===== src/include/iid_params.svh =====
// Offsets, field positions, reset values and codes of the interface identifier register bank
// Functional notes
// [RQ1] Read-only 8-bit revision register holds a per-silicon fixed revision value.
// [RQ2] Identifier bits 23:20 and 12:9 read zero; bits 31:24 reserved, read-only.
// [RQ3] Bit 19 lock: writing 0 does nothing, writing 1 locks the selector.
// [RQ4] Lock clears on every platform init event, its only release.
// [RQ5] Selector bits 18:17: 00 picks legacy FIFO, 01 picks buffer; others reserved.
// [RQ6] Accepted selector writes take effect only at the next platform init event.
// [RQ7] Selector writes are accepted only while the lock reads 0.
// [RQ8] Bits 16:15 future capability flags, read-only, always zero.
// [RQ9] Bit 14 reports buffer interface implemented and selectable.
// [RQ10] Bit 13 reports legacy FIFO interface implemented and selectable.
// [RQ11] Bit 8 is 1 when localities 0 to 4 supported, else 0.
// [RQ12] Bits 7:4 report active version: 0001 buffer, 0000 FIFO.
// [RQ13] Bits 3:0 encode active interface: 0000 FIFO, 0001 buffer, 1111 old FIFO.
// [RQ14] Exactly one host interface is active at any time.
// [RQ15] Active kind governs the whole address range of all localities.
// [RQ16] This device never reports the legacy 1111 kind code.
// [RQ17] Writes to the kind field are ignored; it changes only at init.
// [RQ18] Kind 0000 reports all fields correctly with version 0.
// [RQ19] Kind 0001 reports all fields correctly with version 0001.
// [RQ20] Identifier aliased across localities; all copies share one storage.
// [RQ21] Legacy kind makes other identifier fields meaningless.
// [RQ22] Selector and lock change only when both capability bits are 1.
// [RQ23] Pending choice held until init, then loads kind and version together.
`ifndef IID_PARAMS_SVH
`define IID_PARAMS_SVH

`define IID_OFS_REVISION    12'h000
`define IID_OFS_IDENT       12'h004
`define IID_LOC_STRIDE_BITS 4'hc
`define IID_LOC_COUNT       3'h5
`define IID_BIT_LOCK        19
`define IID_SEL_HI          18
`define IID_SEL_LO          17
`define IID_BIT_BUF_CAP     14
`define IID_BIT_FIFO_CAP    13
`define IID_BIT_MULTI_LOC   8
`define IID_VER_HI          7
`define IID_VER_LO          4
`define IID_KIND_HI         3
`define IID_KIND_LO         0
`define IID_SEL_FIFO        2'h0
`define IID_SEL_BUF         2'h1
`define IID_KIND_FIFO       4'h0
`define IID_KIND_BUF        4'h1
`define IID_KIND_LEGACY     4'hf
`define IID_VER_FIFO        4'h0
`define IID_VER_BUF         4'h1
`define IID_RST_SEL         2'h0
`define IID_RST_LOCK        1'h0

`endif


===== src/include/iid_pkg.sv =====
// Types shared by the interface identifier register bank
package iid_pkg;
  typedef enum logic [1:0] {
    IID_IF_FIFO = 2'h0,
    IID_IF_BUF  = 2'h1
  } iid_if_t;

  typedef struct packed {
    logic        psel;
    logic        penable;
    logic        pwrite;
    logic [15:0] paddr;
    logic [31:0] pwdata;
  } iid_apb_req_t;

  typedef struct packed {
    logic        pready;
    logic        pslverr;
    logic [31:0] prdata;
  } iid_apb_rsp_t;

  typedef struct packed {
    logic    fifo_supported;
    logic    buf_supported;
    logic    multi_loc;
    logic [7:0] revision_value;
    iid_if_t reset_choice;
  } iid_cfg_t;

  typedef enum logic [2:0] {
    IID_ST_IDLE   = 3'b001,
    IID_ST_ACCESS = 3'b010,
    IID_ST_DONE   = 3'b100
  } iid_state_t;
endpackage : iid_pkg


===== src/hw/iid_decode.sv =====
// Locality-aliasing address decoder for the identifier bank
`include "iid_params.svh"
module iid_decode (
  // Address in
  input  wire logic [15:0] paddr,
  // Decoded selects
  output logic             hit_revision,
  output logic             hit_ident
);
  logic [11:0] ofs;
  logic [3:0]  loc;

  // Any locality window maps to the same storage; upper nibble only gates range
  always_comb begin
    ofs          = paddr[11:0];
    loc          = paddr[15:12];
    hit_revision = (loc < {1'b0, `IID_LOC_COUNT}) && (ofs == `IID_OFS_REVISION); // [RQ20]
    hit_ident    = (loc < {1'b0, `IID_LOC_COUNT}) && (ofs == `IID_OFS_IDENT);    // [RQ20]
  end
endmodule // iid_decode


===== src/hw/iid_regs.sv =====
// APB slave holding the revision and interface identifier registers
`include "iid_params.svh"
module iid_regs (
  // Clock and reset
  input  wire logic              clk_sys,
  input  wire logic              rstn,
  // Platform initialization event, one-cycle pulse
  input  wire logic              platform_init_event,
  // Static build configuration
  input  wire iid_pkg::iid_cfg_t cfg,
  // APB
  input  wire iid_pkg::iid_apb_req_t apb_req,
  output iid_pkg::iid_apb_rsp_t  apb_rsp,
  // Active interface to the data path
  output iid_pkg::iid_if_t       active_if
);
  typedef struct packed {
    iid_pkg::iid_state_t st;
    logic                lock;
    iid_pkg::iid_if_t    pending;
    logic [3:0]          kind;
    logic [3:0]          version;
    logic [31:0]         rdata;
    logic                err;
    logic                booted;
  } iid_regs_state_t;

  iid_regs_state_t s_q;
  iid_regs_state_t s_d;
  logic            hit_revision;
  logic            hit_ident;
  logic            both_caps;
  logic [31:0]     ident_word;
  logic [31:0]     wd;

  iid_decode u_dec (
    .paddr        (apb_req.paddr),
    .hit_revision (hit_revision),
    .hit_ident    (hit_ident)
  );

  // Selector and lock are only writable when both interfaces exist
  assign both_caps = cfg.fifo_supported & cfg.buf_supported; // [RQ22]
  assign wd        = apb_req.pwdata;

  // Assemble the read image; reserved bits tie to zero
  always_comb begin
    ident_word                                = 32'h0000_0000; // [RQ2] [RQ8]
    ident_word[`IID_BIT_LOCK]                 = s_q.lock;
    ident_word[`IID_SEL_HI:`IID_SEL_LO]       = s_q.pending;
    ident_word[`IID_BIT_BUF_CAP]              = cfg.buf_supported;  // [RQ9]
    ident_word[`IID_BIT_FIFO_CAP]             = cfg.fifo_supported; // [RQ10]
    ident_word[`IID_BIT_MULTI_LOC]            = cfg.multi_loc;      // [RQ11]
    ident_word[`IID_VER_HI:`IID_VER_LO]       = s_q.version;        // [RQ12]
    ident_word[`IID_KIND_HI:`IID_KIND_LO]     = s_q.kind;           // [RQ13] [RQ16]
  end

  // Next-state logic: APB handshake plus selector, lock and init handling
  always_comb begin
    s_d = s_q;
    case (s_q.st)
      iid_pkg::IID_ST_IDLE: begin
        if (apb_req.psel && !apb_req.penable) begin
          s_d.st = iid_pkg::IID_ST_ACCESS;
        end
      end
      iid_pkg::IID_ST_ACCESS: begin
        // Answer one cycle after the access phase starts; data comes from flops
        s_d.st    = iid_pkg::IID_ST_DONE;
        s_d.err   = !(hit_revision || hit_ident);
        s_d.rdata = 32'h0000_0000;
        if (!apb_req.pwrite && hit_revision) begin
          s_d.rdata = {24'h00_0000, cfg.revision_value}; // [RQ1]
        end else if (!apb_req.pwrite && hit_ident) begin
          s_d.rdata = ident_word; // [RQ20]
        end
      end
      iid_pkg::IID_ST_DONE: begin
        s_d.st = iid_pkg::IID_ST_IDLE;
        // Write commits only on the completing edge; kind/version bits ignore it
        if (apb_req.pwrite && hit_ident && both_caps) begin // [RQ17] [RQ22]
          if (!s_q.lock && (wd[`IID_SEL_HI:`IID_SEL_LO] == `IID_SEL_FIFO ||
                            wd[`IID_SEL_HI:`IID_SEL_LO] == `IID_SEL_BUF)) begin // [RQ5] [RQ7]
            s_d.pending = iid_pkg::iid_if_t'(wd[`IID_SEL_HI:`IID_SEL_LO]); // [RQ6]
          end
          if (wd[`IID_BIT_LOCK]) begin
            s_d.lock = 1'b1; // [RQ3]
          end
        end
      end
      default: begin
        s_d.st = iid_pkg::IID_ST_IDLE;
      end
    endcase
    // First cycle after reset adopts the strapped choice, caught clocked not async
    if (!s_q.booted) begin
      s_d.booted  = 1'b1;
      s_d.pending = cfg.reset_choice;
    end
    // Init wins over a same-cycle lock write; kind and version load together
    if (platform_init_event || !s_q.booted) begin
      s_d.lock = `IID_RST_LOCK; // [RQ4]
      if ((s_d.pending == iid_pkg::IID_IF_BUF) ? cfg.buf_supported : !cfg.fifo_supported) begin
        s_d.kind    = `IID_KIND_BUF;  // [RQ19] [RQ23]
        s_d.version = `IID_VER_BUF;
      end else begin
        s_d.kind    = `IID_KIND_FIFO; // [RQ18] [RQ23]
        s_d.version = `IID_VER_FIFO;
      end
    end
  end

  // State register
  always_ff @(posedge clk_sys or negedge rstn) begin
    if (!rstn) begin
      s_q.st      <= iid_pkg::IID_ST_IDLE;
      s_q.lock    <= `IID_RST_LOCK;
      s_q.pending <= iid_pkg::iid_if_t'(`IID_RST_SEL);
      s_q.kind    <= `IID_KIND_FIFO;
      s_q.version <= `IID_VER_FIFO;
      s_q.rdata   <= 32'h0000_0000;
      s_q.err     <= 1'b0;
      s_q.booted  <= 1'b0;
    end else begin
      s_q <= s_d;
    end
  end

  // Exactly one interface active, decoded from the kind field
  assign active_if       = (s_q.kind == `IID_KIND_BUF) ? iid_pkg::IID_IF_BUF : iid_pkg::IID_IF_FIFO; // [RQ14] [RQ15]
  // One assignment drives the whole answer, so no field has a second driver
  assign apb_rsp = '{pready:  (s_q.st == iid_pkg::IID_ST_DONE),
                     pslverr: (s_q.st == iid_pkg::IID_ST_DONE) && s_q.err,
                     prdata:  s_q.rdata};
  // Legacy kind is never produced, so all other fields stay meaningful [RQ21]
endmodule // iid_regs


===== config.mk =====
export PLATFORM = sky130hd
export DESIGN_NAME = iid_regs
export DESIGN_NICKNAME = d
export VERILOG_FILES = /design/src/include/iid_pkg.sv /design/src/hw/iid_decode.sv /design/src/hw/iid_regs.sv
export VERILOG_INCLUDE_DIRS = /design/src /design/src/include
export SDC_FILE = /design/constraint.sdc
export NUM_CORES = 1
export LEC_CHECK = 0
export BUFFER_PORTS_ARGS = -buffer_cell sky130_fd_sc_hd__buf_2
export CORE_ASPECT_RATIO = 1.5
export CORE_UTILIZATION = 25
export CTS_CLUSTER_SIZE = 14
export DETAILED_ROUTE_END_ITERATION = 6
export PLACE_DENSITY = 0.55
export REMOVE_ABC_BUFFERS = 1
export SETUP_SLACK_MARGIN = 0.15
export SYNTH_ARGS = -nofsm -noshare
export SYNTH_HDL_FRONTEND = slang
export SYNTH_HIERARCHICAL = 1
export SYNTH_SLANG_ARGS = --single-unit

===== constraint.sdc =====
create_clock -name clk_sys -period 2.2 [get_ports clk_sys]
set_input_delay 0.33 -clock clk_sys [delete_from_list [all_inputs] [get_ports clk_sys]]
set_output_delay 0.33 -clock clk_sys [all_outputs]
set_load 0.01 [all_outputs]

---- Yosys cells after proc, flatten, opt, wreduce, memory -nomap -nowiden ----
Cells that the tools add are included.
Widths: inputs -> output; s select.
storage, ports and cells
  logic and storage cells ................. 55
  output and inout bits ................... 36
  bits in registers ....................... 48
  input port bits ......................... 67
operators by class
  order comparisons ....................... 1
  equality and inequality tests ........... 8
  bitwise logic cells ..................... 1
  muxes and demuxes ....................... 13
  reduce and logical (&&, ||, !) cells .... 24
operator list
  operator             number
  $mux 20              2
  $eq 12x3->1 const B  1
  $logic_not 12->1     1
  $logic_and 1x1->1    9
  $mux 3               3
  $logic_not 1->1      6
  $pmux 3 s2           1
  $reduce_bool 2->1    3
  $mux 5               1
  $eq 2x1->1 const B   2
  $eq 4x1->1 const B   1
  $lt 4x3->1 const B   1
  $mux 1               4
  $mux 2               2
  $eq 3x1->1 const B   1
  $eq 3x2->1 const B   1
  $eq 3x3->1 const B   1
  $logic_or 1x1->1     3
  $reduce_and 3->1     1
  $logic_not 2->1      1
  $ne 2x2->1 const B   1
  $and 1x1->1          1

---- Depth between registers and ports, before layout ----
Gate-level depths: netlist (run 1).
  word-level depth ........................ 10
  mapped depth ............................ 9
  gate-level depth less buffers ........... 9

---- Hierarchy ----
The synthesis (run 1) kept the hierarchy.
by module, submodules not included
  module      area each (sq um)  cells each  seq. area each (sq um)  instances
  iid_regs    1213.7             123         576.8                   1
  iid_decode  62.6               9           0.0                     1

---- Least setup slack after synthesis (run 1) ----
OpenSTA, ideal clock, no wires.
  path kind ............................... input to register
  start point ............................. input port apb_req[47] (netlist bit)
  end point ............................... register s_q, in the netlist ident_word[4]
  data arrival time ....................... 2.284 ns
  required time ........................... 2.108 ns
  library setup time ...................... 0.092 ns
  path buffers ............................ 0
  stages on the path ...................... 8
  slack ................................... -0.176 ns
  cells stage by stage .................... nor4_2 -> nand4_1 -> nor4_2 -> nand4_1 -> or4_4 -> a311o_1 -> nor3b_1 -> o31ai_2
RTL lines
  element          RTL line        RTL
  start, declared  iid_regs.sv:12  input wire iid_pkg::iid_apb_req_t apb_req,
  end, declared    iid_regs.sv:28  iid_regs_state_t s_q;

==> results of run 1 <==
[layout make-up]
| type | count | share of cell area |
|---|---|---|
| clock inverters | 1 | 0.00316 |
| flip-flops and latches | 23 | 0.364 |
| multi-input cells | 87 | 0.331 |
| well taps | 66 | 0.0521 |
| inverters | 3 | 0.00711 |
| clock buffers | 3 | 0.0261 |
| repair buffers | 62 | 0.216 |
[metrics by stage]
step                       util  power, mW
after floorplan               -      0.635
after global placement    0.306      0.747
after detailed placement  0.306      0.753
after CTS                 0.324       1.02
after global routing      0.327       1.07
final                     0.327       1.01
[timing repair]
item | 4_1_cts | 5_1_grt
pin swaps | 4 | 3
buffers inserted | 1 | 0
setup endpoints to repair | 3 | 3
resized for setup | 5 | 2
[cells in the mapped netlist, types with 2 or more instances]
cell type / instances
buf_4: 34
dfrtp_1: 22
nand2_1: 15
nor2_1: 8
a22o_1: 6
nand3_1: 6
a21oi_1: 5
nor2b_1: 4
clkbuf_1: 3
inv_1: 3
conb_1: 2
nand4_1: 2
nand4bb_1: 2
nor3_1: 2
nor4_2: 2
[report_power, final]
part | internal (mW) | switching [mW]
registers | 0.490 | 0.0371
logic | 0.0978 | 0.123
clock network | 0.126 | 0.132
[flip-flops by register name, indices dropped and copies added, names as in the netlist]
register and flops:
s_q 5, ident_word 4, apb_rsp 14
[cell families after synthesis]
kind of cell           after synthesis
AO/OA/AOI/OAI                       17
buffers and inverters               40
other                                2
flip-flops                          23
AND/OR/NAND/NOR                     50
[final timing paths]
kind / startpoint / end / cells past startpoint
min in group clk_sys: cfg[7] / apb_rsp[5] / 3
max reg2reg: s_q[46] / ident_word[4] / 5
min: rstn / apb_rsp[5] / 1
max: apb_req[47] / ident_word[4] / 9
max in group asynchronous: rstn / s_q[45] / 1
min reg2reg: s_q[47] / s_q[46] / 1
[placed cells by master (no fill, tap or decap), drive strengths merged, types with 4 or more instances in the layout]
master	synthesis	layout
a21oi	5	5
a22o	6	6
buf	34	62
conb	2	20
dfrtp	22	22
nand2	15	15
nand3	6	6
nor2	8	8
nor2b	4	4
[layer usage]
layer / wire, µm / vias up / GRT usage / share of wire
met3: 148 / 4 / 0.0130 / 0.057
met4: 52 / 0 / 0.0507 / 0.020
met1: 1010 / 451 / 0.115 / 0.39
met5: 0 / - / 0 / 0
li1: - / 490 / - / -
met2: 1380 / 43 / 0.178 / 0.53
[critical path, delay by kind of cell]
kind / cells / cell delay (ps)
AOI/OAI and AO/OA: 2 / 480
and+or+nand+nor: 6 / 1500
buffers and inverters: 1 / 100
==> results.md, run 1 <==
* TNS Setup at -43.8 ps
* Global Route Usage Sum at 0.100
* Mux share of post-synthesis cell area at 0
* Fin crit share at 1.02
* Clk slew on worst S/H paths at around 80 ps
* Post-DRT Antenna Nets at 0
* Synthesized instance count at approximately 130
* EDFF count, synth at 0
* Drt pass-1 iters at 4
* Fill count at 523
* Status: finished, violations left
* Final #Nets at ~250
* Failing checks: negative setup slack
* Setup violations, final at 1
* Hold Violations, Final at 0
* CTS Buffer Depth at 2
* Final Max Tran Viols at 0
* Unrepaired setup endpoints after global routing: true
* Period minus WS final at between 2000 and 2500 ps
* LEAKAGE at ~0.84 nW
* Number of global-route vias before repair at 930
* Pwr per Cell Area at 635 mW/mm²
* Layout Cells excl Fill at approximately 250
* Crit start category: input pin
* Core area at just under 0.005 mm²
* Yosys top cell area share at 0.431
* Iteration-0 DRC Markers at 9
* Worst-path fanout max at 3
* Critical path, cell by cell: buf_6 > nor4_4 > nand4_1 > nor4_4 > nand4_1 > or4_4 > a311o_1 > nor3b_4 > o31ai_2
* Synth area leader: dfrtp_1
* CP Capture Type: register
* Clock sink count at 23
* Grt ovf at 0
* Fin Hold WS at a little under 30 ps
* Relative slew slack at 0.659
* Synth area leaders: dfrtp_1 (43%), buf_4 (20%), nand2_1 (4.4%), a22o_1 (4.1%), nand3_1 (2.4%)
* Post-synthesis compound-gate area fraction at 0.0990
* Flop-to-flop setup slack at 160 ps
* TritonCTS clock tree: done
* Yosys Warn Count at 6
* Post-route cell area at 0.00158 mm²
* Least-Margin Pin Slew at ~500 ps
* Placed inst area at 0.00148 mm²
* Pre-CTS setup slack at -471 ps
* Final worst slack at -43.8 ps
* Synthesized cell area at approximately 0.0013 mm²
* Clock root cell: clkbuf_8
* Initial antenna violation count at 0
* Dpl cells at 240
* First-pass GRT wire length at 4040 µm
* Drt wl/cell at between 10 and 15 µm
* Synth Area in Simple Gates at 0.225
* Hold_buf cts at 0
* CP Data Required Time at approximately 2400 ps
* Die area at 0.00540 mm²
* Count of input and output buffers at between 50 and 60
* Asr flop ratio synth at 1.00
* P&R area growth vs syn at 24.1%
* Seq cells post-synth at 23
* Predominant post-synthesis flop cell: dfrtp_1
* Reg area at about 580 µm²
* Critical Path Slowest Stage Cell: or4_4
* I/O pin count at 103
* Residual DRC count at 0
* Routed vias/inst at 4.03
* Post-Synth Adder-Cell Area at 0
* Clock Skew at around 1.7 ps
* # Max-Cap Violations at 0
* Largest family of logic cells by synthesized area: simple AND/OR/NAND/NOR gates
* Avg Cell Area, Syn at ~9.7 µm²
* CP max stage delay at about 440 ps
* Layout cells sized above 1 at 0.413
* HPWL after detailed placement at 2100 µm
* Largest net degree at the start of global routing at 24
* Worst vdd ir at 0.180 mV
* WS Path Type: input pin to register
* ANT cells at 0
* CTS Buf Count at 3
* Area taken by multi-input logic gates at approximately 520 µm²
* # rows at 31
* Vias at 988
* Gpl congestion at between 0.7 and 0.8
* Critical path data arrival time at between 2000 and 2500 ps
* Worst hold path class: input pin to async pin
* Initial Utilization at 0.263
* XOR/XNOR share of the synthesized area at 0
* Sequential area share after synthesis at 0.452
* H-tree Lvls at 1
* Final wirelength at 2580 µm
* Fmax at about 450 MHz
* Die boundary width at ~60 µm
* Synth cell types at 31
* Clock Latency Late Sink at about 260 ps
* Die height at 89.5 µm
(Power assumes the default switching activity.)
==> inputs of run 2 (changes only) <==
CORE_UTILIZATION = 35   (was 25)
PLACE_DENSITY = 0.72   (was 0.55)
REMOVE_ABC_BUFFERS = default   (was 1)
==> results.md, run 2 (same netlist as run 1, synthesis figures left out) <==
* Most common cell after layout, fill and taps aside: buf_2
* Hold Violations, Final at 0 (unchanged)
* Fmax at 466 MHz (+4.6%)
* Unrepaired setup endpoints after global routing: true
* Final wirelength at 2460 µm (-4.8%)
* Count of input and output buffers at 54 (unchanged)
* Least-Margin Pin Slew at 501 ps (-10.4 ps)
* Worst hold path class: input pin to async pin
* Placed inst area at 0.00145 mm² (-2.0%)
* ANT cells at 0 (unchanged)
* Launch point of the worst reg-to-reg path: s_q[45]
* Flop-to-flop setup slack at 150 ps (about the same)
* CP Capture Type: register
* Clk slew on worst S/H paths at 80 ps (about the same)
* # Max-Cap Violations at 0 (unchanged)
* Post-route cell area at 0.00155 mm² (-2.3%)
* Period minus WS final at 2150 ps (-98.2 ps)
* Die height at 76.0 µm (-15%)
* Fill count at 358 (-32%)
* Pwr per Cell Area at 654 mW/mm² (+3.0%)
* TritonCTS clock tree: done
* First-pass GRT wire length at 3890 µm (-3.6%)
* Initial antenna violation count at 0 (unchanged)
* Grt ovf at 0 (unchanged)
* Fin Hold WS at 16.3 ps (-12.7 ps)
* Status: finished, final reports clean
* Setup violations, final at 0 (-1)
* CTS Buffer Depth at 2 (unchanged)
* R2R depth at 5 (unchanged)
* # rows at 26 (-16%)
* Fin crit share at 0.975 (-0.0446)
* Core area at 0.00345 mm² (-29%)
* Commonest cells after routing, fill and taps aside: buf_2 (52), dfrtp_1 (22), conb_1 (20)
* P&R area growth vs syn at 21.3%
* HPWL after detailed placement at 1930 µm (-8.2%)
* I/O pin count at 103 (unchanged)
* Global Route Usage Sum at 0.131 (+0.0302)
* Die area at 0.00390 mm² (-28%)
* Worst vdd ir at 0.253 mV (+41%)
* Initial Utilization at 0.370 (+0.107)
* R2R Path End: ident_word[4]
* Largest net degree at the start of global routing at 24 (unchanged)
* Clock sink count at 23 (unchanged)
* Drt wl/cell at 11.1 µm (+5.5%)
* Drt pass-1 iters at 4 (unchanged)
* Vias at 993 (+0.51%)
* Final Max Tran Viols at 0 (unchanged)
* Gpl congestion at 0.773 (-0.45%)
* Number of global-route vias before repair at 902 (-3.0%)
* Clock Latency Late Sink at 270 ps (about the same)
* H-tree Lvls at 1 (unchanged)
* Relative slew slack at 0.666 (+0.00694)
* Max reg flops at 14 (unchanged)
* Residual DRC count at 0 (unchanged)
* Post-DRT Antenna Nets at 0 (unchanged)
* Iteration-0 DRC Markers at 9 (unchanged)
* Routed vias/inst at 4.49 (+11%)
* Final #Nets at 247 (unchanged)
* CP Data Required Time at 2380 ps (about the same)
* Crit start category: input pin
* Clock Skew at 5.90 ps (+4.22 ps)
* Worst-path fanout max at 3 (unchanged)
* Critical path data arrival time at 2330 ps (-90 ps)
* Die boundary width at 51.3 µm (-15%)
* LEAKAGE at 0.829 nW (-0.82%)
* Layout cells sized above 1 at 0.413 (unchanged)
* CTS Buf Count at 3 (unchanged)
* Clock root cell: clkbuf_8
* Hold_buf cts at 0 (unchanged)
* WS Path Type: input pin to register
-- run 2: metrics by stage --
stage | util | TNS, ps | power [mW] | std cells | worst slack [ps]
floorplan | - | -145 | 0.732 | 150 | -145
detailed placement | 0.421 | -496 | 0.751 | 216 | -377
global route | 0.449 | -101 | 1.07 | 221 | -101
CTS | 0.439 | 0 | 1.01 | 221 | 49.5
finish | 0.449 | 0 | 1.01 | 221 | 54.3
global placement | 0.421 | -281 | 0.745 | 216 | -279
-- run 2: area by class of cell --
cell class / count / area [µm²] / area share
clock buffer: 3 / 41.3 / 0.0267
clock inverter: 1 / 7.51 / 0.00485
inverter: 3 / 11.3 / 0.00728
multi-input combinational: 87 / 515 / 0.333
sequential: 23 / 577 / 0.373
tap: 42 / 52.6 / 0.0340
timing repair buffer: 62 / 343 / 0.222
-- run 2: routing by layer --
| metal | track usage | vias up | routed length [µm] |
|---|---|---|---|
| met5 | 0 | - | 0 |
| met4 | 0.0730 | 0 | 57 |
| met3 | 0.0161 | 4 | 167 |
| met2 | 0.224 | 50 | 1320 |
| met1 | 0.151 | 445 | 917 |
| li1 | - | 494 | - |
-- run 2: how the worst max path moves through the flow --
stage                     slack (ps)  depth (start not counted)   startpoint            end
after floorplan                 -140                          8  apb_req[47]  ident_word[4]
after global placement          -280                         10  apb_req[47]  ident_word[4]
after detailed placement        -380                         10  apb_req[47]  ident_word[4]
after CTS                         50                          9  apb_req[47]  ident_word[4]
after global routing            -100                          9  apb_req[47]  ident_word[4]
final                             50                          9  apb_req[47]  ident_word[4]
-- run 2: repair_timing --
item | in CTS | in global routing
pin swaps | 2 | 0
resized for setup | 1 | 5
setup buffers | 1 | 0
setup endpoints to repair | 1 | 2
-- run 2: power breakdown --
group	internal [mW]	switching, mW	total, mW
clock network	0.128	0.138	0.266
registers	0.490	0.0332	0.524
logic	0.0979	0.125	0.223
-- run 2: critical path: stages --
cell and delay (ps):
buf_6 100, nor4_4 260, nand4_1 160, nor4_2 220, nand4_1 150, or4_4 450, a311o_1 320, nor3b_4 170
o31ai_2 170
==> inputs of run 3 (changes only) <==
BUFFER_PORTS_ARGS = -buffer_cell sky130_fd_sc_hd__buf_4   (was -buffer_cell sky130_fd_sc_hd__buf_2)
clock period = 2.19 ns   (was 2.2 ns; I/O delays follow)
==> results.md, run 3 (same netlist as run 1, synthesis figures left out) <==
* Global Route Usage Sum at 0.142 (+0.0113)
* Worst hold path class: input pin to register
* Total power at 1.05 mW (+3.5%)
* Power Internal at 0.765 mW (+6.8%)
* Final core utilization at 0.487 (+0.0381)
* Period minus WS final at about 2200 ps
* Max reg flops at 14 (unchanged)
* Clock Skew at 1.30 ps (-4.60 ps)
* Flop-to-flop setup slack at 160 ps (about the same)
* # Max-Cap Violations at 0 (unchanged)
* Reg area at 577 µm² (unchanged)
* Residual DRC count at 0 (unchanged)
* Grt ovf at 0 (unchanged)
* Number of global-route vias before repair at 991 (+9.9%)
* Power share of the clock group at 0.239 (-0.024)
* Fill count at 371 (+3.6%)
* Clock sink count at 23 (unchanged)
* Clock Latency Late Sink at 250 ps (-20 ps)
* Final Max Tran Viols at 0 (unchanged)
* Iteration-0 DRC Markers at 8 (-1)
* WHS Path Cells at 2
* Initial Utilization at 0.370 (unchanged)
* Hold Path Sink: apb_rsp[8]
* Status: finished, violations left
* Placed inst area at 0.00158 mm² (+8.8%)
* First-pass GRT wire length at 4160 µm (+6.9%)
* Gpl congestion at 0.753 (-2.6%)
* CTS Buf Count at 3 (unchanged)
* Final wirelength at 2430 µm (-1.3%)
* Clock root cell: clkbuf_8
* Routed vias/inst at 4.50 (+0.10%)
* Area taken by multi-input logic gates at 518 µm² (+0.49%)
* Final #Nets at 247 (unchanged)
* Setup violations, final at 1 (+1)
* Largest net degree at the start of global routing at 24 (unchanged)
* Clk slew on worst S/H paths at 80 ps (about the same)
* Critical path data arrival time at 2390 ps (+60 ps)
* Layout cells sized above 1 at 0.402 (-0.0112)
* Die height at 76.0 µm (unchanged)
* Hold Violations, Final at 0 (unchanged)
* CP Data Required Time at 2360 ps (-20 ps)
* Final worst slack at -34.2 ps (-88.5 ps)
* Unrepaired setup endpoints after global routing: true
* TritonCTS clock tree: done
* Initial antenna violation count at 0 (unchanged)
* Commonest cells after routing, fill and taps aside: buf_4 (59), dfrtp_1 (22), conb_1 (20)
* Crit start category: input pin
* P&R area growth vs syn at 31.6%
* Sw Ratio at 0.270 (-0.0226)
* ANT cells at 0 (unchanged)
* Vias at 994 (+0.10%)
* Launch point of the worst reg-to-reg path: s_q[46]
* Drt wl/cell at 11.0 µm (-1.3%)
* Register share of total power at 0.505 (-0.012)
* Die boundary width at 51.3 µm (unchanged)
* Fmax at about 450 MHz
* Hold path start: cfg[10]
* Post-DRT Antenna Nets at 0 (unchanged)
* HPWL after detailed placement at 2020 µm (+4.6%)
* WS Path Type: input pin to register
* Most common cell after layout, fill and taps aside: buf_4
* CTS Buffer Depth at 2 (unchanged)
* LEAKAGE at 0.865 nW (+4.3%)
* Switch Pwr at 0.283 mW (-4.5%)
* H-tree Lvls at 1 (unchanged)
* R2R depth at 5 (unchanged)
* # rows at 26 (unchanged)
* Count of input and output buffers at 54 (unchanged)
* I/O pin count at 103 (unchanged)
* Worst vdd ir at 0.285 mV (+12%)
* Fin crit share at 1.02
* R2R Path End: ident_word[4]
* Die area at 0.00390 mm² (unchanged)
* Logic pwr share at 0.255 (+0.035)
* Post-route cell area at 0.00168 mm² (+8.5%)
* Core area at 0.00345 mm² (unchanged)
* Worst-path fanout max at 3 (unchanged)
* CP Capture Type: register
* Failing checks: negative setup slack
* Pwr per Cell Area at 624 mW/mm² (-4.6%)
* Drt pass-1 iters at 4 (unchanged)
-- run 3: cell count changes in the layout (fill, tap and decap cells not counted), sizes merged --
cell | previous run | this run
buf | 62 | 61
clkbuf | 3 | 4
clkinvlp | 1 | 0
dlygate4sd3 | 0 | 1
-- run 3: cell type report --
| type | instances | area share |
|---|---|---|
| Sequential cell | 23 | 0.344 |
| Multi-Input combinational cell | 87 | 0.308 |
| Timing Repair Buffer | 62 | 0.283 |
| Tap cell | 42 | 0.0313 |
| Clock buffer | 4 | 0.0268 |
| Inverter | 3 | 0.00671 |
-- run 3: power groups by stage --
stage,Sequential [mW],Combinational [mW],Clock [mW]
after global placement,0.538,0.260,0
final,0.530,0.268,0.251
after global routing,0.541,0.298,0.279
after detailed placement,0.540,0.264,0
after floorplan,0.528,0.208,0
after CTS,0.531,0.268,0.257
-- run 3: worst max-delay path, cell delays in order --
cell,delay [ps]
buf_6,90
nor4_4,260
nand4_1,190
nor4_4,280
nand4_1,140
or4_4,440
a311o_1,320
nor3b_2,170
o31ai_2,170
-- run 3: worst max path at each step --
stage | from | end | slack (ps) | cells after the start
after CTS | apb_req[47] | ident_word[4] | -60 | 9
after global routing | apb_req[47] | ident_word[4] | -130 | 9
after floorplan | apb_req[47] | ident_word[4] | -150 | 8
after global placement | apb_req[47] | ident_word[4] | -410 | 10
after detailed placement | apb_req[47] | ident_word[4] | -410 | 9
final | apb_req[47] | ident_word[4] | -30 | 9
-- run 3: metrics by stage --
step | std cells | setup TNS, ps | setup WS (ps) | hold slack [ps]
after floorplan | 150 | -153 | -153 | 32.9
after global placement | 215 | -609 | -406 | 235
after detailed placement | 215 | -643 | -411 | 234
after CTS | 221 | -64.2 | -64.2 | 285
after global routing | 221 | -125 | -125 | 286
final | 221 | -34.2 | -34.2 | 289
-- run 3: repair_timing --
action | CTS | global route
hold endpoints to repair | 22 | 0
setup buffers | 1 | 0
pin swaps | 1 | 1
gates resized for setup | 1 | 5
endpoints found under the setup margin | 2 | 5
hold buffers | 1 | 0
-- run 3: per-layer routing --
| layer | part of all wire | up-vias | global-route usage |
|---|---|---|---|
| li1 | - | 491 | - |
| met1 | 0.34 | 456 | 0.150 |
| met2 | 0.57 | 45 | 0.261 |
| met3 | 0.068 | 2 | 0.0181 |
| met4 | 0.016 | 0 | 0.0730 |
| met5 | 0 | - | 0 |
